**config.mk**
```make
export PLATFORM = sky130hd
export DESIGN_NAME = gpio_port_control
export DESIGN_NICKNAME = d
export VERILOG_FILES = /design/src/hdl/gpio_pkg.sv /design/src/hdl/gpio_pin_cell.sv /design/src/hdl/gpio_port_control.sv
export SDC_FILE = /design/constraint.sdc
export NUM_CORES = 1
export LEC_CHECK = 0
export BUFFER_PORTS_ARGS = -buffer_cell sky130_fd_sc_hd__buf_2
export CAP_MARGIN = 20
export CELL_PAD_IN_SITES_DETAIL_PLACEMENT = 2
export CELL_PAD_IN_SITES_GLOBAL_PLACEMENT = 2
export CORE_MARGIN = 10
export CORE_UTILIZATION = 34
export CTS_CLUSTER_SIZE = 24
export DETAILED_ROUTE_END_ITERATION = 7
export PLACE_DENSITY_LB_ADDON = 0.1
export SLEW_MARGIN = 15
export SYNTH_ARGS = -nofsm -noshare
export SYNTH_HDL_FRONTEND = slang
export SYNTH_HIERARCHICAL = 1
export SYNTH_SLANG_ARGS = --single-unit
```
**constraint.sdc**
```tcl
create_clock -name SYS_CLK -period 4.5 [get_ports SYS_CLK]
set_input_delay 0.225 -clock SYS_CLK [delete_from_list [all_inputs] [get_ports SYS_CLK]]
set_output_delay 0.225 -clock SYS_CLK [all_outputs]
set_load 0.01 [all_outputs]
```
**src/hdl/gpio_pkg.sv**
```systemverilog
// Constants, register map and mode codes for the GPIO port block.
// Assumes a 32-bit Avalon-MM slave with byte addressing.
package gpio_pkg;

  // ----------------------------------------------------------------
  // Geometry
  // ----------------------------------------------------------------
  localparam int PORTS    = 3;
  localparam int PINS     = 8;
  localparam int NPIN     = 24;
  localparam int ADDR_W   = 8;
  localparam int REG_PIN  = 7;

  // ----------------------------------------------------------------
  // Pin mode codes
  // ----------------------------------------------------------------
  localparam logic [3:0] MODE_ANALOG   = 4'h0;
  localparam logic [3:0] MODE_IN_FLOAT = 4'h4;
  localparam logic [3:0] MODE_IN_PULL  = 4'h8;
  localparam logic [3:0] MODE_OUT_PP   = 4'h1;
  localparam logic [3:0] MODE_OUT_OD   = 4'h5;
  localparam logic [3:0] MODE_ALT_PP   = 4'h9;
  localparam logic [3:0] MODE_ALT_OD   = 4'hD;

  // ----------------------------------------------------------------
  // Register map: ADDRESS[6:5] selects port, ADDRESS[4:2] the register
  // ----------------------------------------------------------------
  localparam logic [1:0] BLK_MISC  = 2'h3;
  localparam logic [2:0] REG_CFGL  = 3'h0;
  localparam logic [2:0] REG_CFGH  = 3'h1;
  localparam logic [2:0] REG_IN    = 3'h2;
  localparam logic [2:0] REG_OUT   = 3'h3;
  localparam logic [2:0] REG_SET   = 3'h4;
  localparam logic [2:0] REG_CLR   = 3'h5;
  localparam logic [2:0] REG_WAKE  = 3'h6;
  localparam logic [2:0] REG_CTRL  = 3'h0;
  localparam logic [2:0] REG_STAT  = 3'h1;

  // ----------------------------------------------------------------
  // Fields and reset values
  // ----------------------------------------------------------------
  localparam int CTRL_EXTREG = 0;
  localparam int CTRL_V18    = 1;
  localparam int CTRL_V125   = 2;
  localparam logic [15:0] CFG_RST  = 16'h4444;
  localparam logic [7:0]  OUT_RST  = 8'h00;
  localparam logic [7:0]  WAKE_RST = 8'h00;
  localparam logic [2:0]  CTRL_RST = 3'h7;

  // Byte-lane merge of an 8-bit register held in lane 0
  function automatic logic [7:0] merge8(logic [7:0] old, logic [31:0] wd,
                                        logic [3:0] be);
    merge8 = be[0] ? wd[7:0] : old;
  endfunction : merge8

  // Byte-lane merge of a 16-bit register held in lanes 1:0
  function automatic logic [15:0] merge16(logic [15:0] old, logic [31:0] wd,
                                          logic [3:0] be);
    merge16 = {be[1] ? wd[15:8] : old[15:8], be[0] ? wd[7:0] : old[7:0]};
  endfunction : merge16

endpackage : gpio_pkg

```
**src/hdl/gpio_pin_cell.sv**
```systemverilog
// One pin: mode decode, output source select, pull and analog control.
// Purely combinational; the port block registers mode, out_bit, the overrides and in_stage, but not pad or peripheral signals.
`timescale 1ns/1ns
module gpio_pin_cell (
  input  wire logic [3:0] mode,
  input  wire logic       out_bit,
  input  wire logic       alt_bit,
  input  wire logic       alt_ok,
  input  wire logic       pad_in,
  input  wire logic       force_od,
  input  wire logic       force_low,
  output logic            pad_out,
  output logic            pad_oe_n,
  output logic            pull_en,
  output logic            pull_up,
  output logic            analog,
  output logic            in_stage
);

  logic alt_data;

  always_comb begin
    // No peripheral behind the pin drives a constant zero
    alt_data = alt_ok ? alt_bit : 1'b0;
    pad_out  = 1'b0;
    pad_oe_n = 1'b1;
    pull_en  = 1'b0;
    pull_up  = 1'b0;
    analog   = 1'b0;
    case (mode)
      gpio_pkg::MODE_ANALOG: begin
        analog = 1'b1;
      end
      gpio_pkg::MODE_IN_PULL: begin
        pull_en = 1'b1;
        pull_up = out_bit;
      end
      gpio_pkg::MODE_OUT_PP: begin
        pad_out  = out_bit;
        pad_oe_n = 1'b0;
      end
      gpio_pkg::MODE_OUT_OD: begin
        pad_oe_n = out_bit;
      end
      gpio_pkg::MODE_ALT_PP: begin
        pad_out  = alt_data;
        pad_oe_n = 1'b0;
      end
      gpio_pkg::MODE_ALT_OD: begin
        pad_oe_n = alt_data;
      end
      default: begin
        // Floating input and unlisted codes leave the driver off
        pad_oe_n = 1'b1;
      end
    endcase
    // Regulator-enable override beats the configured mode
    if (force_od) begin
      pad_out  = 1'b0;
      pad_oe_n = ~force_low;
      pull_en  = 1'b0;
      pull_up  = 1'b0;
      analog   = 1'b0;
    end
    // Analog mode feeds a high level instead of the pad
    in_stage = analog ? 1'b1 : pad_in;
  end

endmodule : gpio_pin_cell

```
**src/hdl/gpio_port_control.sv**
```systemverilog
// GPIO port block: three 8-pin ports, Avalon-MM register slave,
// synchronised inputs, wake detection and external regulator control.
// Assumes pads, peripherals and DEEP_SLEEP are synchronous to SYS_CLK.
`timescale 1ns/1ns

// Notes on behaviour
// - 24 pins, each configurable as output, alternate, analog or input.
// - Three ports of eight; pin index equals register bit position.
// - Each port's pins sit in the low eight bits of its registers.
// - Synchronised input feeds input register, peripherals and wake detection.
// - Analog mode cuts the digital input and feeds a high level.
// - Input register reads pin levels, analog pins excepted.
// - One output source per pin: output register or peripheral.
// - Input and analog modes switch the output driver off, except on pin 7 while the regulator override drives it low in deep sleep.
// - Writing clear register clears matching output bits.
// - Writing set register sets matching output bits.
// - Wake mask selects pins that may wake from deep sleep.
// - Low config register covers pins 3:0, high covers 7:4.
// - Both internal regulators are off in deep sleep.
// - Regulator-enable pin driven low in deep sleep, released awake.
// - Mode codes: 0 analog, 4/8 input, 1/5 output, 9/D alternate.
// - Pulled input: output bit one pulls up, zero pulls down.
// - Alternate mode without peripheral drives zero.
module gpio_port_control (
  input  wire logic        SYS_CLK,
  input  wire logic        RESETN,
  input  wire logic [7:0]  ADDRESS,
  input  wire logic        READ,
  input  wire logic        WRITE,
  input  wire logic [31:0] WRITEDATA,
  input  wire logic [3:0]  BYTEENABLE,
  output logic      [31:0] READDATA,
  output logic             WAITREQUEST,
  input  wire logic [23:0] PAD_IN,
  output logic      [23:0] PAD_OUT,
  output logic      [23:0] PAD_OE_N,
  output logic      [23:0] PULL_EN,
  output logic      [23:0] PULL_UP,
  output logic      [23:0] ANALOG_EN,
  input  wire logic [23:0] ALT_OUT,
  input  wire logic [23:0] ALT_PRESENT,
  output logic      [23:0] PIN_LEVEL,
  input  wire logic        DEEP_SLEEP,
  output logic             WAKE_REQ,
  output logic             REG_1V8_EN,
  output logic             REG_1V25_EN
);

  // ----------------------------------------------------------------
  // State
  // ----------------------------------------------------------------
  typedef struct packed {
    logic [2:0][15:0] cfgl;
    logic [2:0][15:0] cfgh;
    logic [2:0][7:0]  out;
    logic [2:0][7:0]  wake;
    logic [2:0]       ctrl;
    logic [23:0]      sync1;
    logic [23:0]      sync2;
    logic [23:0]      last;
    logic             wake_pulse;
    logic             sleep;
    logic             v18_en;
    logic             v125_en;
    logic             ack;
    logic [31:0]      rdata;
  } state_t;

  state_t s_q;
  state_t s_d;

  logic [23:0] in_stage;
  logic [23:0] out_flat;
  logic [23:0] wake_flat;
  logic [1:0]  blk;
  logic [2:0]  reg_sel;
  logic        mapped;
  logic        req;
  logic [31:0] rd_mux;

  assign blk     = ADDRESS[6:5];
  assign reg_sel = ADDRESS[4:2];
  assign mapped  = ~ADDRESS[7];
  assign req     = READ | WRITE;

  // ----------------------------------------------------------------
  // Pin cells
  // ----------------------------------------------------------------
  genvar gi;
  generate
    for (gi = 0; gi < gpio_pkg::NPIN; gi = gi + 1) begin : g_pin
      localparam int P = gi / gpio_pkg::PINS;
      localparam int B = gi % gpio_pkg::PINS;
      logic [3:0] mode;
      // Low register holds pins 3:0, high register pins 7:4
      assign mode = (B < 4) ? s_q.cfgl[P][4*(B%4) +: 4]
                            : s_q.cfgh[P][4*(B%4) +: 4];
      gpio_pin_cell u_cell (
        .mode      (mode),
        .out_bit   (out_flat[gi]),
        .alt_bit   (ALT_OUT[gi]),
        .alt_ok    (ALT_PRESENT[gi]),
        .pad_in    (PAD_IN[gi]),
        .force_od  ((gi == gpio_pkg::REG_PIN) && s_q.ctrl[gpio_pkg::CTRL_EXTREG]),
        .force_low (s_q.sleep),
        .pad_out   (PAD_OUT[gi]),
        .pad_oe_n  (PAD_OE_N[gi]),
        .pull_en   (PULL_EN[gi]),
        .pull_up   (PULL_UP[gi]),
        .analog    (ANALOG_EN[gi]),
        .in_stage  (in_stage[gi])
      );
    end
  endgenerate

  assign out_flat  = s_q.out;
  assign wake_flat = s_q.wake;

  // ----------------------------------------------------------------
  // Read decode
  // ----------------------------------------------------------------
  always_comb begin
    rd_mux = 32'h0000_0000;
    if (!mapped) begin
      rd_mux = 32'h0000_0000;
    end else if (blk == gpio_pkg::BLK_MISC) begin
      if (reg_sel == gpio_pkg::REG_CTRL) begin
        rd_mux = {29'h0000_0000, s_q.ctrl};
      end else if (reg_sel == gpio_pkg::REG_STAT) begin
        rd_mux = {28'h000_0000, s_q.v125_en, s_q.v18_en, s_q.wake_pulse, s_q.sleep};
      end
    end else if (reg_sel == gpio_pkg::REG_CFGL) begin
      rd_mux = {16'h0000, s_q.cfgl[blk]};
    end else if (reg_sel == gpio_pkg::REG_CFGH) begin
      rd_mux = {16'h0000, s_q.cfgh[blk]};
    end else if (reg_sel == gpio_pkg::REG_IN) begin
      // Analog pins already read high through the input stage
      rd_mux = {24'h00_0000, s_q.sync2[8*blk +: 8]};
    end else if (reg_sel == gpio_pkg::REG_OUT) begin
      rd_mux = {24'h00_0000, s_q.out[blk]};
    end else if (reg_sel == gpio_pkg::REG_WAKE) begin
      rd_mux = {24'h00_0000, s_q.wake[blk]};
    end
  end

  // ----------------------------------------------------------------
  // Next state
  // ----------------------------------------------------------------
  always_comb begin
    s_d = s_q;

    // Two stages before anything looks at a pad level
    s_d.sync1 = in_stage;
    s_d.sync2 = s_q.sync1;
    s_d.last  = s_q.sync2;

    // Any masked pin changing level raises a wake request
    s_d.wake_pulse = |((s_q.sync2 ^ s_q.last) & wake_flat);

    // Sleep and regulator enables are registered to keep outputs glitch free
    s_d.sleep   = DEEP_SLEEP;
    s_d.v18_en  = s_q.ctrl[gpio_pkg::CTRL_V18] & ~DEEP_SLEEP;
    s_d.v125_en = s_q.ctrl[gpio_pkg::CTRL_V125] & ~DEEP_SLEEP;

    // One wait state: data is captured in the first cycle of a request
    s_d.ack = req & ~s_q.ack;
    if (req && !s_q.ack) begin
      s_d.rdata = READ ? rd_mux : 32'h0000_0000;
    end

    // Writes take effect on the edge where waitrequest is low
    if (WRITE && s_q.ack && mapped) begin
      if (blk == gpio_pkg::BLK_MISC) begin
        if (reg_sel == gpio_pkg::REG_CTRL && BYTEENABLE[0]) begin
          s_d.ctrl = WRITEDATA[2:0];
        end
      end else if (reg_sel == gpio_pkg::REG_CFGL) begin
        s_d.cfgl[blk] = gpio_pkg::merge16(s_q.cfgl[blk], WRITEDATA, BYTEENABLE);
      end else if (reg_sel == gpio_pkg::REG_CFGH) begin
        s_d.cfgh[blk] = gpio_pkg::merge16(s_q.cfgh[blk], WRITEDATA, BYTEENABLE);
      end else if (reg_sel == gpio_pkg::REG_OUT) begin
        s_d.out[blk] = gpio_pkg::merge8(s_q.out[blk], WRITEDATA, BYTEENABLE);
      end else if (reg_sel == gpio_pkg::REG_SET) begin
        if (BYTEENABLE[0]) begin
          s_d.out[blk] = s_q.out[blk] | WRITEDATA[7:0];
        end
      end else if (reg_sel == gpio_pkg::REG_CLR) begin
        if (BYTEENABLE[0]) begin
          s_d.out[blk] = s_q.out[blk] & ~WRITEDATA[7:0];
        end
      end else if (reg_sel == gpio_pkg::REG_WAKE) begin
        s_d.wake[blk] = gpio_pkg::merge8(s_q.wake[blk], WRITEDATA, BYTEENABLE);
      end
    end

    if (!RESETN) begin
      s_d.cfgl       = {3{gpio_pkg::CFG_RST}};
      s_d.cfgh       = {3{gpio_pkg::CFG_RST}};
      s_d.out        = {3{gpio_pkg::OUT_RST}};
      s_d.wake       = {3{gpio_pkg::WAKE_RST}};
      s_d.ctrl       = gpio_pkg::CTRL_RST;
      s_d.sync1      = 24'hFF_FFFF;
      s_d.sync2      = 24'hFF_FFFF;
      s_d.last       = 24'hFF_FFFF;
      s_d.wake_pulse = 1'b0;
      s_d.sleep      = 1'b0;
      s_d.v18_en     = 1'b0;
      s_d.v125_en    = 1'b0;
      s_d.ack        = 1'b0;
      s_d.rdata      = 32'h0000_0000;
    end
  end

  always_ff @(posedge SYS_CLK) begin
    s_q <= s_d;
  end

  // ----------------------------------------------------------------
  // Outputs
  // ----------------------------------------------------------------
  assign WAITREQUEST = req & ~s_q.ack;
  assign READDATA    = s_q.rdata;
  assign PIN_LEVEL   = s_q.sync2;
  assign WAKE_REQ    = s_q.wake_pulse;
  assign REG_1V8_EN  = s_q.v18_en;
  assign REG_1V25_EN = s_q.v125_en;

endmodule : gpio_port_control

```
==> impl_metrics.tcl, run 1 <==
set metrics [dict create \
    route.vias.total 12800 \
    crit_path_start_kind "input port" \
    dp_hpwl_um 43800 \
    clkTransAtPathRegs_ns 0.06 \
    grt-ovfl-total 0 \
    drtPass1Iterations 5 \
    crit_family "buffers and inverters" \
    die_y_um 216 \
    drt-vias-per-instance 5.36 \
    antenna_found_initial 5 \
    clock_latency_ns 0.55 \
    gp_congestion 0.862 \
    crit_slowest_cell "nor2b_4" \
    cts_setup_buffers 0 \
    worst_slew_pin_slew_ns 1.11 \
    synth_top_area_share_pct 36.8 \
    regToRegSetupSlack_ns 2.28 \
    grt_pass1_vias 13800 \
    grtUsageTotal_pct 23.9 \
    area_growth_pct 21.8 \
    endpoint_kind "register" \
    fillCellCount 4384 \
    io_pins 301 \
    cts_tree "built" \
    num_rows 71 \
    grt_pass1_wl_um 87700 \
    fin_ws_ns 2.12 \
    dp_cells 2315 \
    slew_headroom_pct 25.3 \
    seqCellArea_um2 4800 \
    ys.flop_type "dfxtp_1" \
    drtIter0Drc 727 \
    cp_common_cell "o21ai_0" \
    antenna_cells 0 \
    finalSetupViolations 0 \
    seq_area_frac_synth_pct 36.8 \
    fin_crit_sh_pct 52.9 \
    final_net_count 1981 \
    hold_ws_ns 0.00955 \
    synth_cell_type_count 69 \
    drv_cap 0 \
    synthCells 1557 \
    final-instance-count-excl-fill 2392 \
    syn_area_um2 13100 \
    cp.arrival_ns 2.86 \
    critPathMaxStageDelay_ns 0.73 \
    cp_max_fo 32 \
    ant_nets 0 \
    netlist_top_cells_count "nand2_1 (279), dfxtp_1 (240), a21oi_1 (108)" \
    synth.largest_area_cell "dfxtp_1" \
    finalInstanceArea_um2 15900 \
    initial_utilization_pct 34.6 \
    cts-root-buf "clkbuf_16" \
    dieWidth_um 216 \
    crit_buf_inv 2 \
    hp-class "in -> reg" \
    min_period_ns 2.38 \
    drc 0 \
    synthTopCellsByArea "dfxtp_1 (37%), nand2_1 (8.0%), mux2i_1 (4.4%)" \
    totalWireLength_um 58100 \
    multi_input_area_um2 7820 \
    clock_sinks 240 \
    die_area_um2 46600 \
    worst-setup-path-type "in -> reg" \
    grt_max_degree 53 \
    crit_required_ns 4.98 \
    worstPathCellList "buf_2, nor2b_4, buf_4, o2bb2ai_1, o21ai_0, o21ai_0, o31a_1" \
    hold_violations 0 \
    dp_slack_ns 1.63 \
    synth-edff-count 0 \
    max_freq_ghz 0.420 \
    portBuffers 264 \
    async_flop_share_pct 0 \
    routedWlPerCell_um 24.3 \
    p_per_area_nw_per_um2 310 \
    grt_setup_unrepaired "false" \
    synth.most_common_cell "nand2_1" \
    irDropWorstVdd_mv 0.212 \
    setup_tns_ns 0 \
    yosysWarnings 6 \
    cts_buffer_depth 3 \
    core_um2 37800 \
    slew_violations 0 \
    cts_buffers 29 \
    run_status "completed" \
    place_area_um2 14700 \
    synth.avg_cell_area_um2 8.38 \
    leakagePower_nw 6.60 \
    synth-seq-cells 240 \
    h-tree-depth 1 \
    fin_skew_ns 0.0123 \
    drive_gt1_share_pct 22.2 \
]
power breakdown:
| part | switching [mW] | internal [mW] | leakage [nW] |
|---|---|---|---|
| sequential | 0.0293 | 2.16 | 1.95 |
| combinational | 0.303 | 0.156 | 4.20 |
| clock | 0.954 | 1.33 | 0.453 |
path summary, 6_finish.rpt:
path / start / endpoint / cells past startpoint
max: ADDRESS[5] / READDATA[1] / 7
min reg2reg: s_q[85] / PIN_LEVEL[0] / 1
max reg2reg: s_q[32] / g_pin[4].mode[0] / 5
min: PAD_IN[10] / s_q[95] / 3
stage by stage:
step	utilization (%)	power, mW
floorplan	-	2.50
global placement	39.0	2.66
detailed placement	39.0	2.67
CTS	42.1	4.95
global route	42.1	5.10
finish	42.1	4.93
worst reg2reg max path, delay by kind of cell (launching register included):
| family | cells | cell delay, ns |
|---|---|---|
| compound gates | 1 | 0.17 |
| flops | 1 | 0.37 |
| simple gates | 4 | 1.60 |
state kept, by name (all words and copies together) (netlist names):
signal	count
REG_1V8_EN	1
WAKE_REQ	1
PIN_LEVEL	24
READDATA	16
out_flat	24
REG_1V25_EN	1
s_q	77
g_pin.mode	96
kinds of logic after synthesis:
| family | share of synthesized area, % |
|---|---|
| buffers and inverters | 6.46 |
| other | 0.0287 |
| xor gates and xnor gates | 1.61 |
| and+or+nand+nor | 29.1 |
| muxes | 4.53 |
| AOI/OAI and AO/OA | 21.5 |
| DFF | 36.8 |
final cells by class:
type                            count  area share [%]
Clock inverter                      5           0.181
Clock buffer                       47            5.56
Multi-Input combinational cell   1275            49.2
Sequential cell                   240            30.2
Inverter                           10           0.236
Timing Repair Buffer              304            10.6
Tap cell                          511            4.02
what timing repair did:
action	4_1_cts	5_1_grt
endpoints found under the setup margin	0	0
hold buffers	23	0
resized for setup	0	0
endpoints found under the hold margin	25	0
cells in the final DEF, fill, tap and decap left out, types with 25 or more instances in the layout:
| cell type | instances |
|---|---|
| a21oi_1 | 108 |
| a22oi_1 | 44 |
| buf_2 | 262 |
| clkbuf_16 | 29 |
| conb_1 | 108 |
| dfxtp_1 | 240 |
| mux2i_1 | 58 |
| nand2_1 | 279 |
| nand2b_1 | 87 |
| nor2b_1 | 31 |
| nor3b_1 | 26 |
| o211ai_1 | 31 |
| o21a_1 | 54 |
| o21ai_0 | 62 |
| o2bb2ai_1 | 36 |
| or2_1 | 25 |
metal layers:
metal  vias to the layer above  wire length [um]  part of all wire, %  track usage, %
li1                       5985                 -                    -               -
met1                      6455             25500                   44            30.4
met2                       294             28600                   49            41.4
met3                        81              2560                  4.4            3.55
met4                         4              1450                  2.5            6.13
met5                         -                27                0.046               0
(Power assumes the default switching activity.)
==> run 2, diff against run 1 <==
--- a/config.mk
+++ b/config.mk
@@ -10,7 +10,7 @@
 export CELL_PAD_IN_SITES_DETAIL_PLACEMENT = 2
 export CELL_PAD_IN_SITES_GLOBAL_PLACEMENT = 2
 export CORE_MARGIN = 10
-export CORE_UTILIZATION = 34
+export CORE_UTILIZATION = 29
 export CTS_CLUSTER_SIZE = 24
 export DETAILED_ROUTE_END_ITERATION = 7
 export PLACE_DENSITY_LB_ADDON = 0.1
==> constraint.sdc (replaced) <==
create_clock -name SYS_CLK -period 2.1 [get_ports SYS_CLK]
set_input_delay 0.105 -clock SYS_CLK [delete_from_list [all_inputs] [get_ports SYS_CLK]]
set_output_delay 0.105 -clock SYS_CLK [all_outputs]
set_load 0.01 [all_outputs]
==> run 2 against run 1 <==
Compared with the run above:
- die area increased by 16%
- register-to-register slack got worse by 2.1 ns
- via count rose by 1.7%
- hold slack improved by 0.031 ns
- critical path depth is 1 lower
- count of clock-buffer cells in the layout decreased by 3
- first-iteration DRC count is 2.2% lower
- core utilization down 4.0 points
- combinational power is 140% higher
- critical path type is now in -> out
- largest power group unchanged
==> impl_metrics.tcl, run 2 (same netlist as run 1, synthesis figures left out) <==
set metrics [dict create \
    fin_ws_ns 0.0982 \
    antenna_cells 0 \
    drv_cap 0 \
    final_cell_mix "nand2_1 (279), buf_2 (262), dfxtp_1 (239)" \
    cts_tree "built" \
    worst-setup-path-type "in -> out" \
    r2r-start "s_q[32]" \
    dp_cells 2476 \
    dieWidth_um 232 \
    route.vias.total 13000 \
    slew_violations 0 \
    grt_pass1_vias 14300 \
    crit_path_start_kind "input port" \
    routedWlPerCell_um 23.1 \
    irDropWorstVdd_mv 0.630 \
    max_freq_ghz 0.500 \
    initial_utilization_pct 29.5 \
    final_common_cell "nand2_1" \
    finalSetupViolations 0 \
    r2r_end "out_flat[5]" \
    num_rows 77 \
    setup_tns_ns 0 \
    endpoint_kind "output port" \
    largest_register_ffs 96 \
    dp_slack_ns 0.105 \
    core_um2 44300 \
    portBuffers 264 \
    fillCellCount 5103 \
    place_area_um2 15500 \
    die_area_um2 53900 \
    cts-root-buf "clkbuf_16" \
    ant_nets 0 \
    grt_max_degree 78 \
    min_from "WRITEDATA[5]" \
    clock_sinks 240 \
    cts_buffers 30 \
    grt_setup_unrepaired "false" \
    grt_pass1_wl_um 89800 \
    grtUsageTotal_pct 21.4 \
    clock_latency_ns 0.59 \
    min_period_ns 2.00 \
    grt-ovfl-total 0 \
    crit_required_ns 2.00 \
    drtPass1Iterations 5 \
    area_growth_pct 29.3 \
    crit_start "READ" \
    cts_setup_buffers 0 \
    io_pins 301 \
    totalWireLength_um 59300 \
    clkTransAtPathRegs_ns 0.06 \
    ff2ff_path_depth 5 \
    drt-vias-per-instance 5.09 \
    drtIter0Drc 711 \
    fin_crit_sh_pct 95.3 \
    fin_skew_ns 0.0316 \
    worst_slew_pin_slew_ns 0.810 \
    hp-class "in -> reg" \
    h-tree-depth 1 \
    final_net_count 2069 \
    regToRegSetupSlack_ns 0.22 \
    utilization_pct 38.1 \
    drive_gt1_share_pct 25.5 \
    cp.arrival_ns 1.90 \
    antenna_found_initial 10 \
    cp_max_fo 13 \
    final-instance-count-excl-fill 2564 \
    dp_hpwl_um 46000 \
    finalInstanceArea_um2 16900 \
    hold-path-endpoint "out_flat[13]" \
    run_status "completed" \
    drc 0 \
    cts_buffer_depth 3 \
    leakagePower_nw 7.11 \
    hold_depth 4 \
    gp_congestion 0.837 \
    die_y_um 232 \
    slew_headroom_pct 45.6 \
    hold_violations 0 \
    p_per_area_nw_per_um2 662 \
]
## run 2: cell count changes in the layout (fill, tap and decap cells not counted), sizes merged
cell	before	now
bufinv	0	3
buf	281	359
inv	10	9
clkbuf	47	44
dlygate4sd3	23	32
clkinv	5	10
## run 2: repair_timing
item | CTS | global route
gates resized for setup | 0 | 3
setup endpoints to repair | 0 | 3
hold endpoints to repair | 50 | 0
hold buffers | 32 | 0
## run 2: metrics by stage
stage	power [mW]	hold slack (ns)
final	11.2	0.0403
after global routing	11.6	0.0736
after CTS	11.3	0.0120
after detailed placement	5.83	0.374
after global placement	5.81	0.369
after floorplan	5.36	0.181
## run 2: how the worst max path moves through the flow
stage / endpoint / cells after the start
2_1_floorplan: g_pin[20].mode[0] / 8
3_3_place_gp: g_pin[21].mode[2] / 6
3_5_place_dp: g_pin[13].mode[2] / 6
4_1_cts: ANALOG_EN[7] / 3
5_1_grt: PAD_OE_N[12] / 4
6_report: WAITREQUEST / 6
## run 2: cell type report
cell class	instances	area [um2]	share of cell area, %
repair buffers	391	2450	14.5
well taps	592	741	4.39
clock inverters	12	146	0.867
flip-flops and latches	240	4810	28.5
multi-input cells	1275	7830	46.4
clock buffers	44	873	5.17
inverters	10	37.5	0.222
## run 2: report_power, final
group / switching (mW) / leakage, nW / internal (mW) / total [mW]
logic: 0.677 / 4.65 / 0.428 / 1.10
registers: 0.0531 / 1.95 / 4.62 / 4.68
clock network: 2.17 / 0.509 / 3.24 / 5.40
## run 2: routing by layer
| metal | vias up | share of wire, % | GRT usage (%) |
|---|---|---|---|
| met1 | 6564 | 44 | 26.9 |
| li1 | 6164 | - | - |
| met2 | 224 | 50 | 37.3 |
| met4 | 14 | 1.8 | 4.06 |
| met3 | 76 | 4.6 | 4.24 |
| met5 | - | 0.14 | 0 |
## run 2: worst max-delay path: stages
cell and delay (ns):
dlygate4sd3_1 0.58, buf_2 0.16, o21bai_2 0.54, buf_4 0.31, inv_1 0.06, buf_2 0.14
